File: src/verilog/lpwu_defs.vh
// constants of the low-power exit warm-up sequencer
`ifndef LPWU_DEFS_VH
`define LPWU_DEFS_VH

// register byte offsets
`define LPWU_OSC_CTRL_OFF   12'h000
`define LPWU_STBY_OFF       12'h004
`define LPWU_WU_CTRL_OFF    12'h008
`define LPWU_STATUS_OFF     12'h00C

// oscillator_control_reg fields
`define LPWU_SEL_BIT        0
`define LPWU_HS_EN_BIT      1
`define LPWU_LS_EN_BIT      2
`define LPWU_LOWER_LSB      4
`define LPWU_LOWER_MSB      7
`define LPWU_UPPER_LSB      8
`define LPWU_UPPER_MSB      19
`define LPWU_LOWER_RST      4'hF
`define LPWU_UPPER_RST      12'hFFF
`define LPWU_HS_EN_RST      1'b1
`define LPWU_LS_EN_RST      1'b0

// standby register fields
`define LPWU_STBY_LSB       0
`define LPWU_STBY_MSB       2
`define LPWU_SLOW_BIT       3
`define LPWU_STBY_RST       3'h2

// warm-up control and status fields
`define LPWU_WU_START_BIT   0
`define LPWU_ST_MODE_LSB    0
`define LPWU_ST_MODE_MSB    2
`define LPWU_ST_BUSY_BIT    3
`define LPWU_ST_CLKEN_BIT   4
`define LPWU_ST_DONE_BIT    5
`define LPWU_ST_SHORT_BIT   6

// operating mode codes
`define LPWU_M_NORMAL       3'h0
`define LPWU_M_SLOW         3'h1
`define LPWU_M_STOP         3'h2
`define LPWU_M_SLEEP        3'h3
`define LPWU_M_LIGHT_IDLE_MODE        3'h4
`define LPWU_M_BSLEEP       3'h5
`define LPWU_M_BSTOP        3'h6

// least warm-up intervals and a PLL settle time, and the warm-up intervals' count at the bus clock
`define LPWU_CLK_NS         40
`define LPWU_LIGHT_IDLE_MODE_MIN_NS   100000
`define LPWU_BK_HS_MIN_NS   500000
`define LPWU_BK_LS_MIN_NS   2500000
`define LPWU_PLL_SETTLE_NS  200000
`define LPWU_LIGHT_IDLE_MODE_MIN_CYC  ((`LPWU_LIGHT_IDLE_MODE_MIN_NS + `LPWU_CLK_NS - 1) / `LPWU_CLK_NS)
`define LPWU_BK_HS_MIN_CYC  ((`LPWU_BK_HS_MIN_NS + `LPWU_CLK_NS - 1) / `LPWU_CLK_NS)
`define LPWU_BK_LS_MIN_CYC  ((`LPWU_BK_LS_MIN_NS + `LPWU_CLK_NS - 1) / `LPWU_CLK_NS)

`endif

File: src/verilog/lpwu_counter.v
// warm-up interval counter driven by oscillator tick enables
`timescale 1ns/1ps
module lpwu_counter #(
  parameter CNT_W = 16
) (
  // clock and reset
  input  wire             pclk,
  input  wire             presetn,
  // control
  input  wire             start,
  input  wire             tick,
  input  wire [CNT_W-1:0] limit,
  // state
  output reg              busy_q,
  output reg              done_q
);

  reg [CNT_W-1:0] cnt_q;
  reg [CNT_W-1:0] lim_q;

  always @(posedge pclk or negedge presetn) begin
    if (!presetn) begin
      cnt_q  <= {CNT_W{1'b0}};
      lim_q  <= {CNT_W{1'b0}};
      busy_q <= 1'b0;
      done_q <= 1'b0;
    end else begin
      done_q <= 1'b0;
      if (start) begin
        // limit latched so a rewrite mid-interval cannot shorten it
        cnt_q  <= {CNT_W{1'b0}};
        lim_q  <= limit;
        busy_q <= 1'b1;
      end else if (busy_q && tick) begin
        if (cnt_q == lim_q) begin
          busy_q <= 1'b0;
          done_q <= 1'b1;
        end else begin
          cnt_q <= cnt_q + {{(CNT_W-1){1'b0}}, 1'b1};
        end
      end
    end
  end

endmodule

File: src/verilog/lpwu_sequencer.v
// low-power exit warm-up sequencer with APB register slave
`timescale 1ns/1ps
`include "lpwu_defs.vh"
module lpwu_sequencer #(
  parameter CNT_W        = 16,
  parameter MIN_LIGHT_IDLE_MODE    = `LPWU_LIGHT_IDLE_MODE_MIN_CYC,
  parameter MIN_BK_HS    = `LPWU_BK_HS_MIN_CYC,
  parameter MIN_BK_LS    = `LPWU_BK_LS_MIN_CYC
) (
  // clock and reset
  input  wire        pclk,
  input  wire        presetn,
  // apb slave
  input  wire        psel,
  input  wire        penable,
  input  wire        pwrite,
  input  wire [11:0] paddr,
  input  wire [31:0] pwdata,
  output reg         pready_q,
  output reg  [31:0] prdata_q,
  output reg         pslverr_q,
  // cpu and wake sources
  input  wire        standby_enter,
  input  wire        wake_pin,
  // oscillator pins
  input  wire        hs_osc_in,
  input  wire        ls_osc_in,
  // clock generator controls
  output reg         hs_osc_en_q,
  output reg         ls_osc_en_q,
  output reg         sys_clk_en_q,
  output reg  [2:0]  mode_q
);

  localparam [2:0] S_RUN  = 3'b001;
  localparam [2:0] S_LOWP = 3'b010;
  localparam [2:0] S_WARM = 3'b100;
  localparam       PC_W   = 17;

  // register file
  reg              sel_q;
  reg              hs_en_q;
  reg              ls_en_q;
  reg  [3:0]       lower_q;
  reg  [11:0]      upper_q;
  reg  [2:0]       stby_q;
  reg              slow_q;
  reg              done_q;
  reg              short_q;

  // sequencer state
  reg  [2:0]       state_q;
  reg  [2:0]       ret_q;
  reg              auto_q;
  reg              auto_ls_q;
  reg              manual_ls_q;
  reg  [PC_W-1:0]  pcyc_q;

  // synchronisers
  reg  [2:0]       wake_s_q;
  reg  [2:0]       hs_s_q;
  reg  [2:0]       ls_s_q;

  wire             wr_en;
  wire             rd_setup;
  wire             wu_busy;
  wire             wu_done;
  wire             wake_rise;
  wire             tick;
  wire             tick_ls;
  wire             man_start;
  reg              auto_start;
  wire [CNT_W-1:0] interval;
  reg  [31:0]      rd_val;
  reg              rd_hit;

  function mapped;
    input [11:0] a;
    begin
      mapped = (a == `LPWU_OSC_CTRL_OFF) || (a == `LPWU_STBY_OFF) ||
               (a == `LPWU_WU_CTRL_OFF) || (a == `LPWU_STATUS_OFF);
    end
  endfunction

  // least pclk cycles for a return to the given mode from the given standby mode
  function [PC_W-1:0] min_cyc;
    input [2:0] from;
    input [2:0] to;
    begin
      if (from == `LPWU_M_LIGHT_IDLE_MODE)
        min_cyc = MIN_LIGHT_IDLE_MODE[PC_W-1:0];
      else if ((from == `LPWU_M_BSLEEP) || (from == `LPWU_M_BSTOP))
        min_cyc = (to == `LPWU_M_SLOW) ? MIN_BK_LS[PC_W-1:0] : MIN_BK_HS[PC_W-1:0];
      else
        min_cyc = {PC_W{1'b0}};
    end
  endfunction

  assign wr_en    = psel && penable && pready_q && pwrite;
  assign rd_setup = psel && !penable && !pwrite;
  assign interval = {upper_q, lower_q};

  // first stage feeds only the second; edges seen on stages two and three
  always @(posedge pclk or negedge presetn) begin
    if (!presetn) begin
      wake_s_q <= 3'b000;
      hs_s_q   <= 3'b000;
      ls_s_q   <= 3'b000;
    end else begin
      wake_s_q <= {wake_s_q[1:0], wake_pin};
      hs_s_q   <= {hs_s_q[1:0], hs_osc_in};
      ls_s_q   <= {ls_s_q[1:0], ls_osc_in};
    end
  end

  assign wake_rise = wake_s_q[1] && !wake_s_q[2];
  // oscillators assumed below a quarter of pclk so no edge is missed
  assign tick_ls   = auto_q ? auto_ls_q : manual_ls_q;
  assign tick      = tick_ls ? (ls_s_q[1] && !ls_s_q[2]) : (hs_s_q[1] && !hs_s_q[2]);
  assign man_start = wr_en && (paddr == `LPWU_WU_CTRL_OFF) &&
                     pwdata[`LPWU_WU_START_BIT] && (state_q == S_RUN) && !wu_busy;

  lpwu_counter #(
    .CNT_W   (CNT_W)
  ) u_cnt (
    .pclk    (pclk),
    .presetn (presetn),
    .start   (auto_start || man_start),
    .tick    (tick),
    .limit   (interval),
    .busy_q  (wu_busy),
    .done_q  (wu_done)
  );

  // register writes
  always @(posedge pclk or negedge presetn) begin
    if (!presetn) begin
      sel_q       <= 1'b0;
      hs_en_q     <= `LPWU_HS_EN_RST;
      ls_en_q     <= `LPWU_LS_EN_RST;
      lower_q     <= `LPWU_LOWER_RST;
      upper_q     <= `LPWU_UPPER_RST;
      stby_q      <= `LPWU_STBY_RST;
      slow_q      <= 1'b0;
      manual_ls_q <= 1'b0;
    end else begin
      if (wr_en && (paddr == `LPWU_OSC_CTRL_OFF)) begin
        sel_q   <= pwdata[`LPWU_SEL_BIT];
        hs_en_q <= pwdata[`LPWU_HS_EN_BIT];
        ls_en_q <= pwdata[`LPWU_LS_EN_BIT];
        lower_q <= pwdata[`LPWU_LOWER_MSB:`LPWU_LOWER_LSB];
        upper_q <= pwdata[`LPWU_UPPER_MSB:`LPWU_UPPER_LSB];
      end
      if (wr_en && (paddr == `LPWU_STBY_OFF)) begin
        stby_q <= pwdata[`LPWU_STBY_MSB:`LPWU_STBY_LSB];
        // run-mode switch only while running; software warms up first
        if (state_q == S_RUN)
          slow_q <= pwdata[`LPWU_SLOW_BIT];
      end
      if (man_start)
        manual_ls_q <= sel_q;
    end
  end

  // standby entry, wake and warm-up sequencing
  always @(posedge pclk or negedge presetn) begin
    if (!presetn) begin
      // reset returns to normal with the clock on and no warm-up
      state_q      <= S_RUN;
      sys_clk_en_q <= 1'b1;
      mode_q       <= `LPWU_M_NORMAL;
      ret_q        <= `LPWU_M_NORMAL;
      hs_osc_en_q  <= 1'b1;
      ls_osc_en_q  <= 1'b0;
      auto_q       <= 1'b0;
      auto_ls_q    <= 1'b0;
      auto_start   <= 1'b0;
      pcyc_q       <= {PC_W{1'b0}};
      short_q      <= 1'b0;
      done_q       <= 1'b0;
    end else begin
      auto_start <= 1'b0;
      case (state_q)
        S_RUN: begin
          mode_q      <= slow_q ? `LPWU_M_SLOW : `LPWU_M_NORMAL;
          hs_osc_en_q <= hs_en_q;
          ls_osc_en_q <= ls_en_q;
          if (standby_enter && (stby_q >= `LPWU_M_STOP) && (stby_q <= `LPWU_M_BSTOP)) begin
            state_q      <= S_LOWP;
            mode_q       <= stby_q;
            ret_q        <= slow_q ? `LPWU_M_SLOW : `LPWU_M_NORMAL;
            sys_clk_en_q <= 1'b0;
            hs_osc_en_q  <= (stby_q == `LPWU_M_LIGHT_IDLE_MODE) ? hs_en_q : 1'b0;
            // slow-mode sleep keeps the low-speed oscillator alive
            ls_osc_en_q  <= ((stby_q == `LPWU_M_SLEEP) || (stby_q == `LPWU_M_BSLEEP) ||
                             (stby_q == `LPWU_M_LIGHT_IDLE_MODE)) ? (ls_en_q || slow_q) : 1'b0;
          end
        end
        S_LOWP: begin
          if (wake_rise) begin
            if ((mode_q == `LPWU_M_SLEEP) && (ret_q == `LPWU_M_SLOW)) begin
              state_q      <= S_RUN;
              sys_clk_en_q <= 1'b1;
              mode_q       <= ret_q;
            end else begin
              state_q     <= S_WARM;
              auto_start  <= 1'b1;
              auto_q      <= 1'b1;
              auto_ls_q   <= (ret_q == `LPWU_M_SLOW);
              hs_osc_en_q <= (ret_q == `LPWU_M_NORMAL) || hs_en_q;
              ls_osc_en_q <= (ret_q == `LPWU_M_SLOW) || ls_en_q;
              pcyc_q      <= {PC_W{1'b0}};
            end
          end
        end
        S_WARM: begin
          if (pcyc_q != {PC_W{1'b1}})
            pcyc_q <= pcyc_q + {{(PC_W-1){1'b0}}, 1'b1};
          if (wu_done) begin
            state_q      <= S_RUN;
            sys_clk_en_q <= 1'b1;
            mode_q       <= ret_q;
            auto_q       <= 1'b0;
            // flags an interval below the transition's documented least
            if (pcyc_q < min_cyc(mode_q, ret_q))
              short_q <= 1'b1;
          end
        end
        default: begin
          state_q      <= S_RUN;
          sys_clk_en_q <= 1'b1;
        end
      endcase
      // hardware set wins over a same-cycle software clear
      if (wu_done)
        done_q <= 1'b1;
      else if (wr_en && (paddr == `LPWU_STATUS_OFF) && pwdata[`LPWU_ST_DONE_BIT])
        done_q <= 1'b0;
      if (wr_en && (paddr == `LPWU_STATUS_OFF) && pwdata[`LPWU_ST_SHORT_BIT] &&
          !(wu_done && (state_q == S_WARM)))
        short_q <= 1'b0;
    end
  end

  // read mux
  always @* begin
    rd_val = 32'h00000000;
    rd_hit = mapped(paddr);
    case (paddr)
      `LPWU_OSC_CTRL_OFF: begin
        rd_val[`LPWU_SEL_BIT]                     = sel_q;
        rd_val[`LPWU_HS_EN_BIT]                   = hs_en_q;
        rd_val[`LPWU_LS_EN_BIT]                   = ls_en_q;
        rd_val[`LPWU_LOWER_MSB:`LPWU_LOWER_LSB]   = lower_q;
        rd_val[`LPWU_UPPER_MSB:`LPWU_UPPER_LSB]   = upper_q;
      end
      `LPWU_STBY_OFF: begin
        rd_val[`LPWU_STBY_MSB:`LPWU_STBY_LSB]     = stby_q;
        rd_val[`LPWU_SLOW_BIT]                    = slow_q;
      end
      `LPWU_WU_CTRL_OFF: begin
        rd_val[`LPWU_WU_START_BIT]                = wu_busy;
      end
      `LPWU_STATUS_OFF: begin
        rd_val[`LPWU_ST_MODE_MSB:`LPWU_ST_MODE_LSB] = mode_q;
        rd_val[`LPWU_ST_BUSY_BIT]                 = wu_busy;
        rd_val[`LPWU_ST_CLKEN_BIT]                = sys_clk_en_q;
        rd_val[`LPWU_ST_DONE_BIT]                 = done_q;
        rd_val[`LPWU_ST_SHORT_BIT]                = short_q;
      end
      default: begin
        rd_val = 32'h00000000;
      end
    endcase
  end

  // apb answer: one access cycle, no wait states
  always @(posedge pclk or negedge presetn) begin
    if (!presetn) begin
      pready_q  <= 1'b0;
      prdata_q  <= 32'h00000000;
      pslverr_q <= 1'b0;
    end else begin
      pready_q  <= psel && !penable;
      pslverr_q <= psel && !penable && !rd_hit;
      if (rd_setup)
        prdata_q <= rd_val;
      else if (psel && penable && pready_q)
        prdata_q <= 32'h00000000;
    end
  end

endmodule

File: config.mk
export PLATFORM = sky130hd
export DESIGN_NAME = lpwu_sequencer
export DESIGN_NICKNAME = d
export VERILOG_FILES = /design/src/verilog/lpwu_counter.v /design/src/verilog/lpwu_sequencer.v
export VERILOG_INCLUDE_DIRS = /design/src /design/src/verilog
export SDC_FILE = /design/constraint.sdc
export NUM_CORES = 1
export LEC_CHECK = 0
export ABC_AREA = 1
export BUFFER_PORTS_ARGS = -buffer_cell sky130_fd_sc_hd__buf_2
export CAP_MARGIN = 20
export CORE_UTILIZATION = 29
export CTS_CLUSTER_SIZE = 14
export DETAILED_ROUTE_END_ITERATION = 10
export HOLD_SLACK_MARGIN = 0.03
export PLACE_DENSITY = 0.55
export SLEW_MARGIN = 20
export SYNTH_ARGS = -nofsm -noshare
export SYNTH_HDL_FRONTEND = slang
export SYNTH_SLANG_ARGS = --single-unit
File: constraint.sdc
create_clock -name pclk -period 2.3 [get_ports pclk]
set_input_delay 0.345 -clock pclk [delete_from_list [all_inputs] [get_ports pclk]]
set_output_delay 0.345 -clock pclk [all_outputs]
set_load 0.03 [all_outputs]
; ---- After elaboration in Yosys (flattened, before gate mapping)
; Cells that the tools add are included.
[totals]
inputBits = 53
reg_bits = 135
word_cells = 191
[classes]
n_reduce_logical = 66
n_mux = 66
n_addsub = 2
n_lt_le_gt_ge = 3
n_eq_ne = 23
bitwise_logic = 1
[ops]
columns = cell, n
row1 = $mux W16, 6
row2 = $mux W17, 5
row3 = $mux W32, 2
row4 = $pmux W17 S2, 1
row5 = $mux W1, 33
row6 = $eq A12 B4 Y1 const B, 2
row7 = $logic_and A1 B1 Y1, 24
row8 = $mux W3, 8
row9 = $eq A3 B3 Y1 const B, 6
row10 = $pmux W3 S3, 2
row11 = $reduce_bool A2 Y1, 9
row12 = $add A17 B1 Y17 const B, 1
row13 = $lt A17 B17 Y1, 1
row14 = $ne A17 B17 Y1 const B, 1
row15 = $add A16 B1 Y16 const B, 1
row16 = $eq A16 B16 Y1, 1
row17 = $reduce_and A4 Y1, 4
row18 = $mux W13, 1
row19 = $eq A12 B3 Y1 const B, 1
row20 = $logic_not A12 Y1, 1
row21 = $reduce_and A3 Y1, 4
row22 = $logic_or A1 B1 Y1, 10
row23 = $eq A3 B2 Y1 const B, 3
row24 = $logic_not A1 Y1, 8
row25 = other kinds (14), 26

; ---- Longest topological paths before layout
[logic_depth]
depth_word = 11
ltp_mapped = 19

; ---- By module
; A second synthesis with hierarchy kept.
[unflattened]
hier_cells = 881
hier_area_um2 = 6603.8
[modules_own_cells]
columns = mod, cells_per_inst, area_each_um2, instances, seq_area_each_um2
row1 = lpwu_sequencer, 585, 4631.9, 1, 2203.4
row2 = lpwu_counter, 296, 1971.9, 1, 850.8

; ---- Least setup slack after synthesis
; OpenSTA, ideal clock, no wires.
[synth_path]
kind = reg2reg
start = register mode_q[2]
end = register short_q
setup_slack_ns = 0.291
path_buffers = 0
period_less_slack_ns = 2.009
required_time_ns = 2.183
t_arrival_ns = 1.892
path_stages_with_launch = 19
cell_sequence = dfrtp_1 inv_1 nor2_1 nand2_1 inv_1 nand2_1 nand2_1 inv_1 ha_1 a21oi_1 nor2_1 nor2_1 nand2_1 nand2_1 nand2_1 nand2_1 nand2_1 nand2_1 nand2_1
[synth_between]
elab_chain_len = 9
elab_cells_between_ends = 11
cone_classes = 1 x order compare / 3 x eq/ne / 4 x mux / 3 x reduce/logical
[synth_lines]
columns = element, line
row1 = "start, declared", lpwu_sequencer.v:32  ; output reg [2:0] mode_q
row2 = "start signal, assigned", lpwu_sequencer.v:171  ; mode_q <= `LPWU_M_NORMAL;
row3 = "start signal, assigned", lpwu_sequencer.v:185  ; mode_q <= slow_q ? `LPWU_M_SLOW : `LPWU_M_NORMAL;
row4 = "start signal, assigned", lpwu_sequencer.v:190  ; mode_q <= stby_q;
row5 = $eq A3 B3 Y1 (no line), -
row6 = $logic_or A1 B1 Y1, lpwu_sequencer.v:92  ; else if ((from == `LPWU_M_BSLEEP) || (from == `LPWU_M_BSTOP))
row7 = $mux W16, lpwu_sequencer.v:92
row8 = $mux W16 *, lpwu_sequencer.v:90  ; if (from == `LPWU_M_LIGHT_IDLE_MODE)
row9 = $mux W17 *, lpwu_sequencer.v:219  ; if (wu_done) begin
row10 = $mux W17 *, lpwu_sequencer.v:183  ; case (state_q)
row11 = $lt A17 B17 Y1 *, lpwu_sequencer.v:225  ; if (pcyc_q < min_cyc(mode_q, ret_q))
row12 = $reduce_bool A2 Y1 (no line) *, -
row13 = $reduce_and A3 Y1 (no line) *, -
row14 = "end signal, assigned", lpwu_sequencer.v:179  ; short_q <= 1'b0;
row15 = "end signal, assigned", lpwu_sequencer.v:226  ; short_q <= 1'b1;
row16 = "end signal, assigned", lpwu_sequencer.v:241  ; short_q <= 1'b0;
row17 = "end, declared", lpwu_sequencer.v:49  ; reg short_q;
; Mark *: on every way between the ends. The rest lies on a longest branch, timed or not. The select of a mux whose other input is x is not followed.
; A chain may end at the register's enable or synchronous reset.

; ---- Final worst setup path
[layout_path]
start = register pcyc_q[1]
end = register pcyc_q[3]
[layout_between]
elab_chain_len = 3
elab_cells_between_ends = 6
cone_classes = 1 x add/sub / 2 x eq/ne / 2 x mux / 1 x reduce/logical
[layout_lines]
columns = element, line
row1 = "start, declared", lpwu_sequencer.v:57  ; reg [PC_W-1:0] pcyc_q;
row2 = "start signal, assigned", lpwu_sequencer.v:178  ; pcyc_q <= {PC_W{1'b0}};
row3 = "start signal, assigned", lpwu_sequencer.v:212  ; pcyc_q <= {PC_W{1'b0}};
row4 = "start signal, assigned", lpwu_sequencer.v:218  ; pcyc_q <= pcyc_q + {{(PC_W-1){1'b0}}, 1'b1};
row5 = $add A17 B1 Y17 or $ne A17 B17 Y1 (tied branches), "lpwu_sequencer.v:218, lpwu_sequencer.v:217"
row6 = $mux W17 or $ne A2 B2 Y1 (tied branches), -
row7 = $pmux W17 S2 or $reduce_and A4 Y1 (tied branches), -
; Parallel ways exist; a longest one is shown, timed or not. The select of a mux whose other input is x is not followed.

==> reports/results.ini <==
[run_status]
outcome = finished clean

[global_route]
grt_usage_pct = 15.1
grt_first_pass_wirelength_um = 25900
antenna_found_initial = 2
grt_max_degree = 55
grt_pass1_vias = 5156
gr-total-overflow = 0

[worst_setup_path]
slowest_stage = dfrtp_1
timing.rr.start = pcyc_q[1]
r2r_end = pcyc_q[3]
cp.arrival_ns = 2.44
crit_chain = ha_1 -> nand3_1 -> nor3_1 -> nand2_1 -> nor4_1 -> ha_1 -> or2_1 -> nand2_2 -> buf_12 -> nand2_1 -> o21ai_0 -> a21oi_1
reg2reg_slack_ns = 0.21
crit_fanout = 14
worstPathRequired_ns = 2.65
reg2reg_depth = 12
crit_buf_inv = 1
setup.worst_path.class = reg2reg
cp-start-kind = flop
endpoint_kind = flop
critical_path.top_delay_family = simple AND/OR/NAND/NOR gates
max_stage_delay_ns = 0.36

[logic_synthesis]
synth_simple_gate_area_share_pct = 26.2
synth_top_area_share_pct = 39.6
yosys.area.top_type = dfrtp_1
netlist_instances = 779
synthAdderAreaFrac_pct = 2.77
synth_area_um2 = 6320
synth_top_family_by_area = simple AND/OR/NAND/NOR gates
synth_xor_area_share_pct = 4.29
yosysSeqAreaShare_pct = 48.3
ys_warn_count = 0
syn_avg_cell_area_um2 = 8.12
ys_ff_latch = 121
yosys-top-cells-area = dfrtp_1 (40%), nand2_1 (12%), dfstp_2 (8.7%)
synthMuxAreaShare_pct = 0
ys_types = 43
synth_compound_area_share_pct = 9.88

[floorplan]
initial_utilization_pct = 29.8
die_w_um = 150
dieHeight_um = 150
fp.coreArea_um2 = 21200
ios = 93
fp.dieArea_um2 = 22400
rows = 53

[hold_path]
hold_class = in2reg
hold_end = pslverr_q
min_delay_path_depth = 2
hold_start = penable

[cts]
cts.sink_count = 121
cts_buffers = 17
cts_tree = built
clk_latency_ns = 0.42
clkSlewWorstSetupHoldPaths_ns = 0.06
h-tree-depth = 4
root_buffer = clkbuf_16
clk_path_buf_depth = 2

[final_layout]
final_common_cell = nand2_1
fin_util_pct = 36.6
area_growth_pct = 22.7
nets = 949
stdcell_area_um2 = 7760
multi_input_area_um2 = 2790
layout_common_cells = nand2_1 (191), dfrtp_1 (100), inv_1 (84)
fillCellCount = 2222
n_antenna_cell = 0
drive_above_1_share_pct = 19.9
ff_latch_area_um2 = 3050

[flow_run]
maxCapViolCount = 0

[place]
io_buffers = 68
placed_area_um2 = 7100
dp_hpwl_um = 11700
finalWeightedCongestion = 0.807

[sta]
finalHoldViolations = 0
finalCriticalPeriod_ns = 2.09
slew_viol_final = 0
slew_headroom_pct = 54.3
rsz0062_at_grt = yes
setup_viol = 0
max_clock_freq_ghz = 0.478
hold_ws_ns = 0.101
skew_ns = 0.00949
period_share_pct = 91.0
tightest_slew_ns = 0.681

[detailed_routing]
antenna_left = 0
postRouteWirelength_um = 15800
viasPerCell = 4.60
drc = 0
firstDrtPassIters = 5
wl_per_cell_um = 13.5
vias = 5380
drt_first_iter_violations = 360

[pwr]
p_switching_w = 0.00128
switching_share_pct = 24.5
p_comb_share_pct = 6.6
pwr_density_cell_nw_per_um2 = 675
pwr-share-clk_pct = 50.2
irDropWorstVdd_uv = 498
internal_power_w = 0.00395
sequentialPowerShare_pct = 43.2
p_leak_nw = 3.94

synth_stat cells, drive strengths merged:
library cell and count:
o31ai 13, a21oi 27, xnor2 5, a21o 1, a22o 1, xor2 26, dfrtp 100, clkinv 1
nand4 19, inv 90, nand3 54, conb 1, o21a 2, nor3b 2, o22ai 3, o21ai 59
nor4 1, dfstp 21, clkbuf 5, or2 2, o21bai 2, a31oi 2, ha 14, buf 24
nand2 201, and3 1, a211oi 1, nor3 25, nor2 76
sequential cells by signal (all words and copies together), names as in the netlist, 4 cells and up:
| signal | flops |
|---|---|
| prdata_q | 20 |
| u_cnt.lim_q | 16 |
| u_cnt.cnt_q | 16 |
| lower_q | 4 |
| upper_q | 12 |
| pcyc_q | 17 |
worst max-delay path by stage:
stage / slack, ns / end / cells past startpoint / from
2_1_floorplan: 0.29 / short_q / 18 / mode_q[2]
3_3_place_gp: 0.12 / pcyc_q[3] / 12 / pcyc_q[1]
6_report: 0.21 / pcyc_q[3] / 12 / pcyc_q[1]
3_5_place_dp: 0.13 / pcyc_q[14] / 11 / pcyc_q[1]
4_1_cts: 0.10 / pcyc_q[3] / 12 / pcyc_q[1]
5_1_grt: -0.03 / short_q / 19 / mode_q[0]
per-layer routing:
metal,share of wire [%],vias to the layer above,wire [µm],GRT usage (%)
li1,-,2717,-,-
met1,48,2535,7600,19.7
met2,46,99,7340,24.2
met3,3.9,25,620,3.78
met4,1.5,4,231,5.35
met5,0.20,-,31,0
kinds of logic after synthesis:
kind of cell    count (synthesis)
xor+xnor                       31
buf+inv                       120
fa+ha+maj                      14
other cells                     1
simple gates                  381
compound gates                111
flops                         121
worst reg2reg max path, delay by kind of cell, from the launching register on:
kind            cells  cell delay (ns)
fa+ha+maj           2             0.39
flops               1             0.36
simple gates        7             0.91
buf+inv             1             0.16
compound gates      2             0.19
power groups by stage:
stage	clock [W]	combinational (W)	sequential, W
CTS	0.00269	0.000354	0.00226
global placement	0	0.000346	0.00229
detailed placement	0	0.000346	0.00230
floorplan	0	0.000193	0.00230
finish	0.00263	0.000347	0.00226
global route	0.00279	0.000396	0.00227
what timing repair did:
action | CTS | global route
resized for setup | 0 | 5
hold buffers | 4 | 0
hold endpoints to repair | 17 | 0
setup buffers | 0 | 3
endpoints found under the setup margin | 0 | 9
cell type report:
cell class | count | share of cell area, %
tap | 275 | 4.44
multi-input combinational | 549 | 35.9
clock buffer | 20 | 5.89
timing repair buffer | 102 | 8.32
clock inverter | 12 | 1.61
sequential | 121 | 39.4
inverter | 91 | 4.45
metrics by stage:
stage	cells	setup TNS, ns	power [W]	worst slack (ns)
2_1_floorplan	790	0	0.00249	0.291
3_3_place_gp	1131	0	0.00264	0.122
3_5_place_dp	1131	0	0.00264	0.132
4_1_cts	1167	0	0.00530	0.105
5_1_grt	1170	-0.0316	0.00545	-0.0316
6_report	1170	0	0.00523	0.207
(Power assumes the default switching activity.)
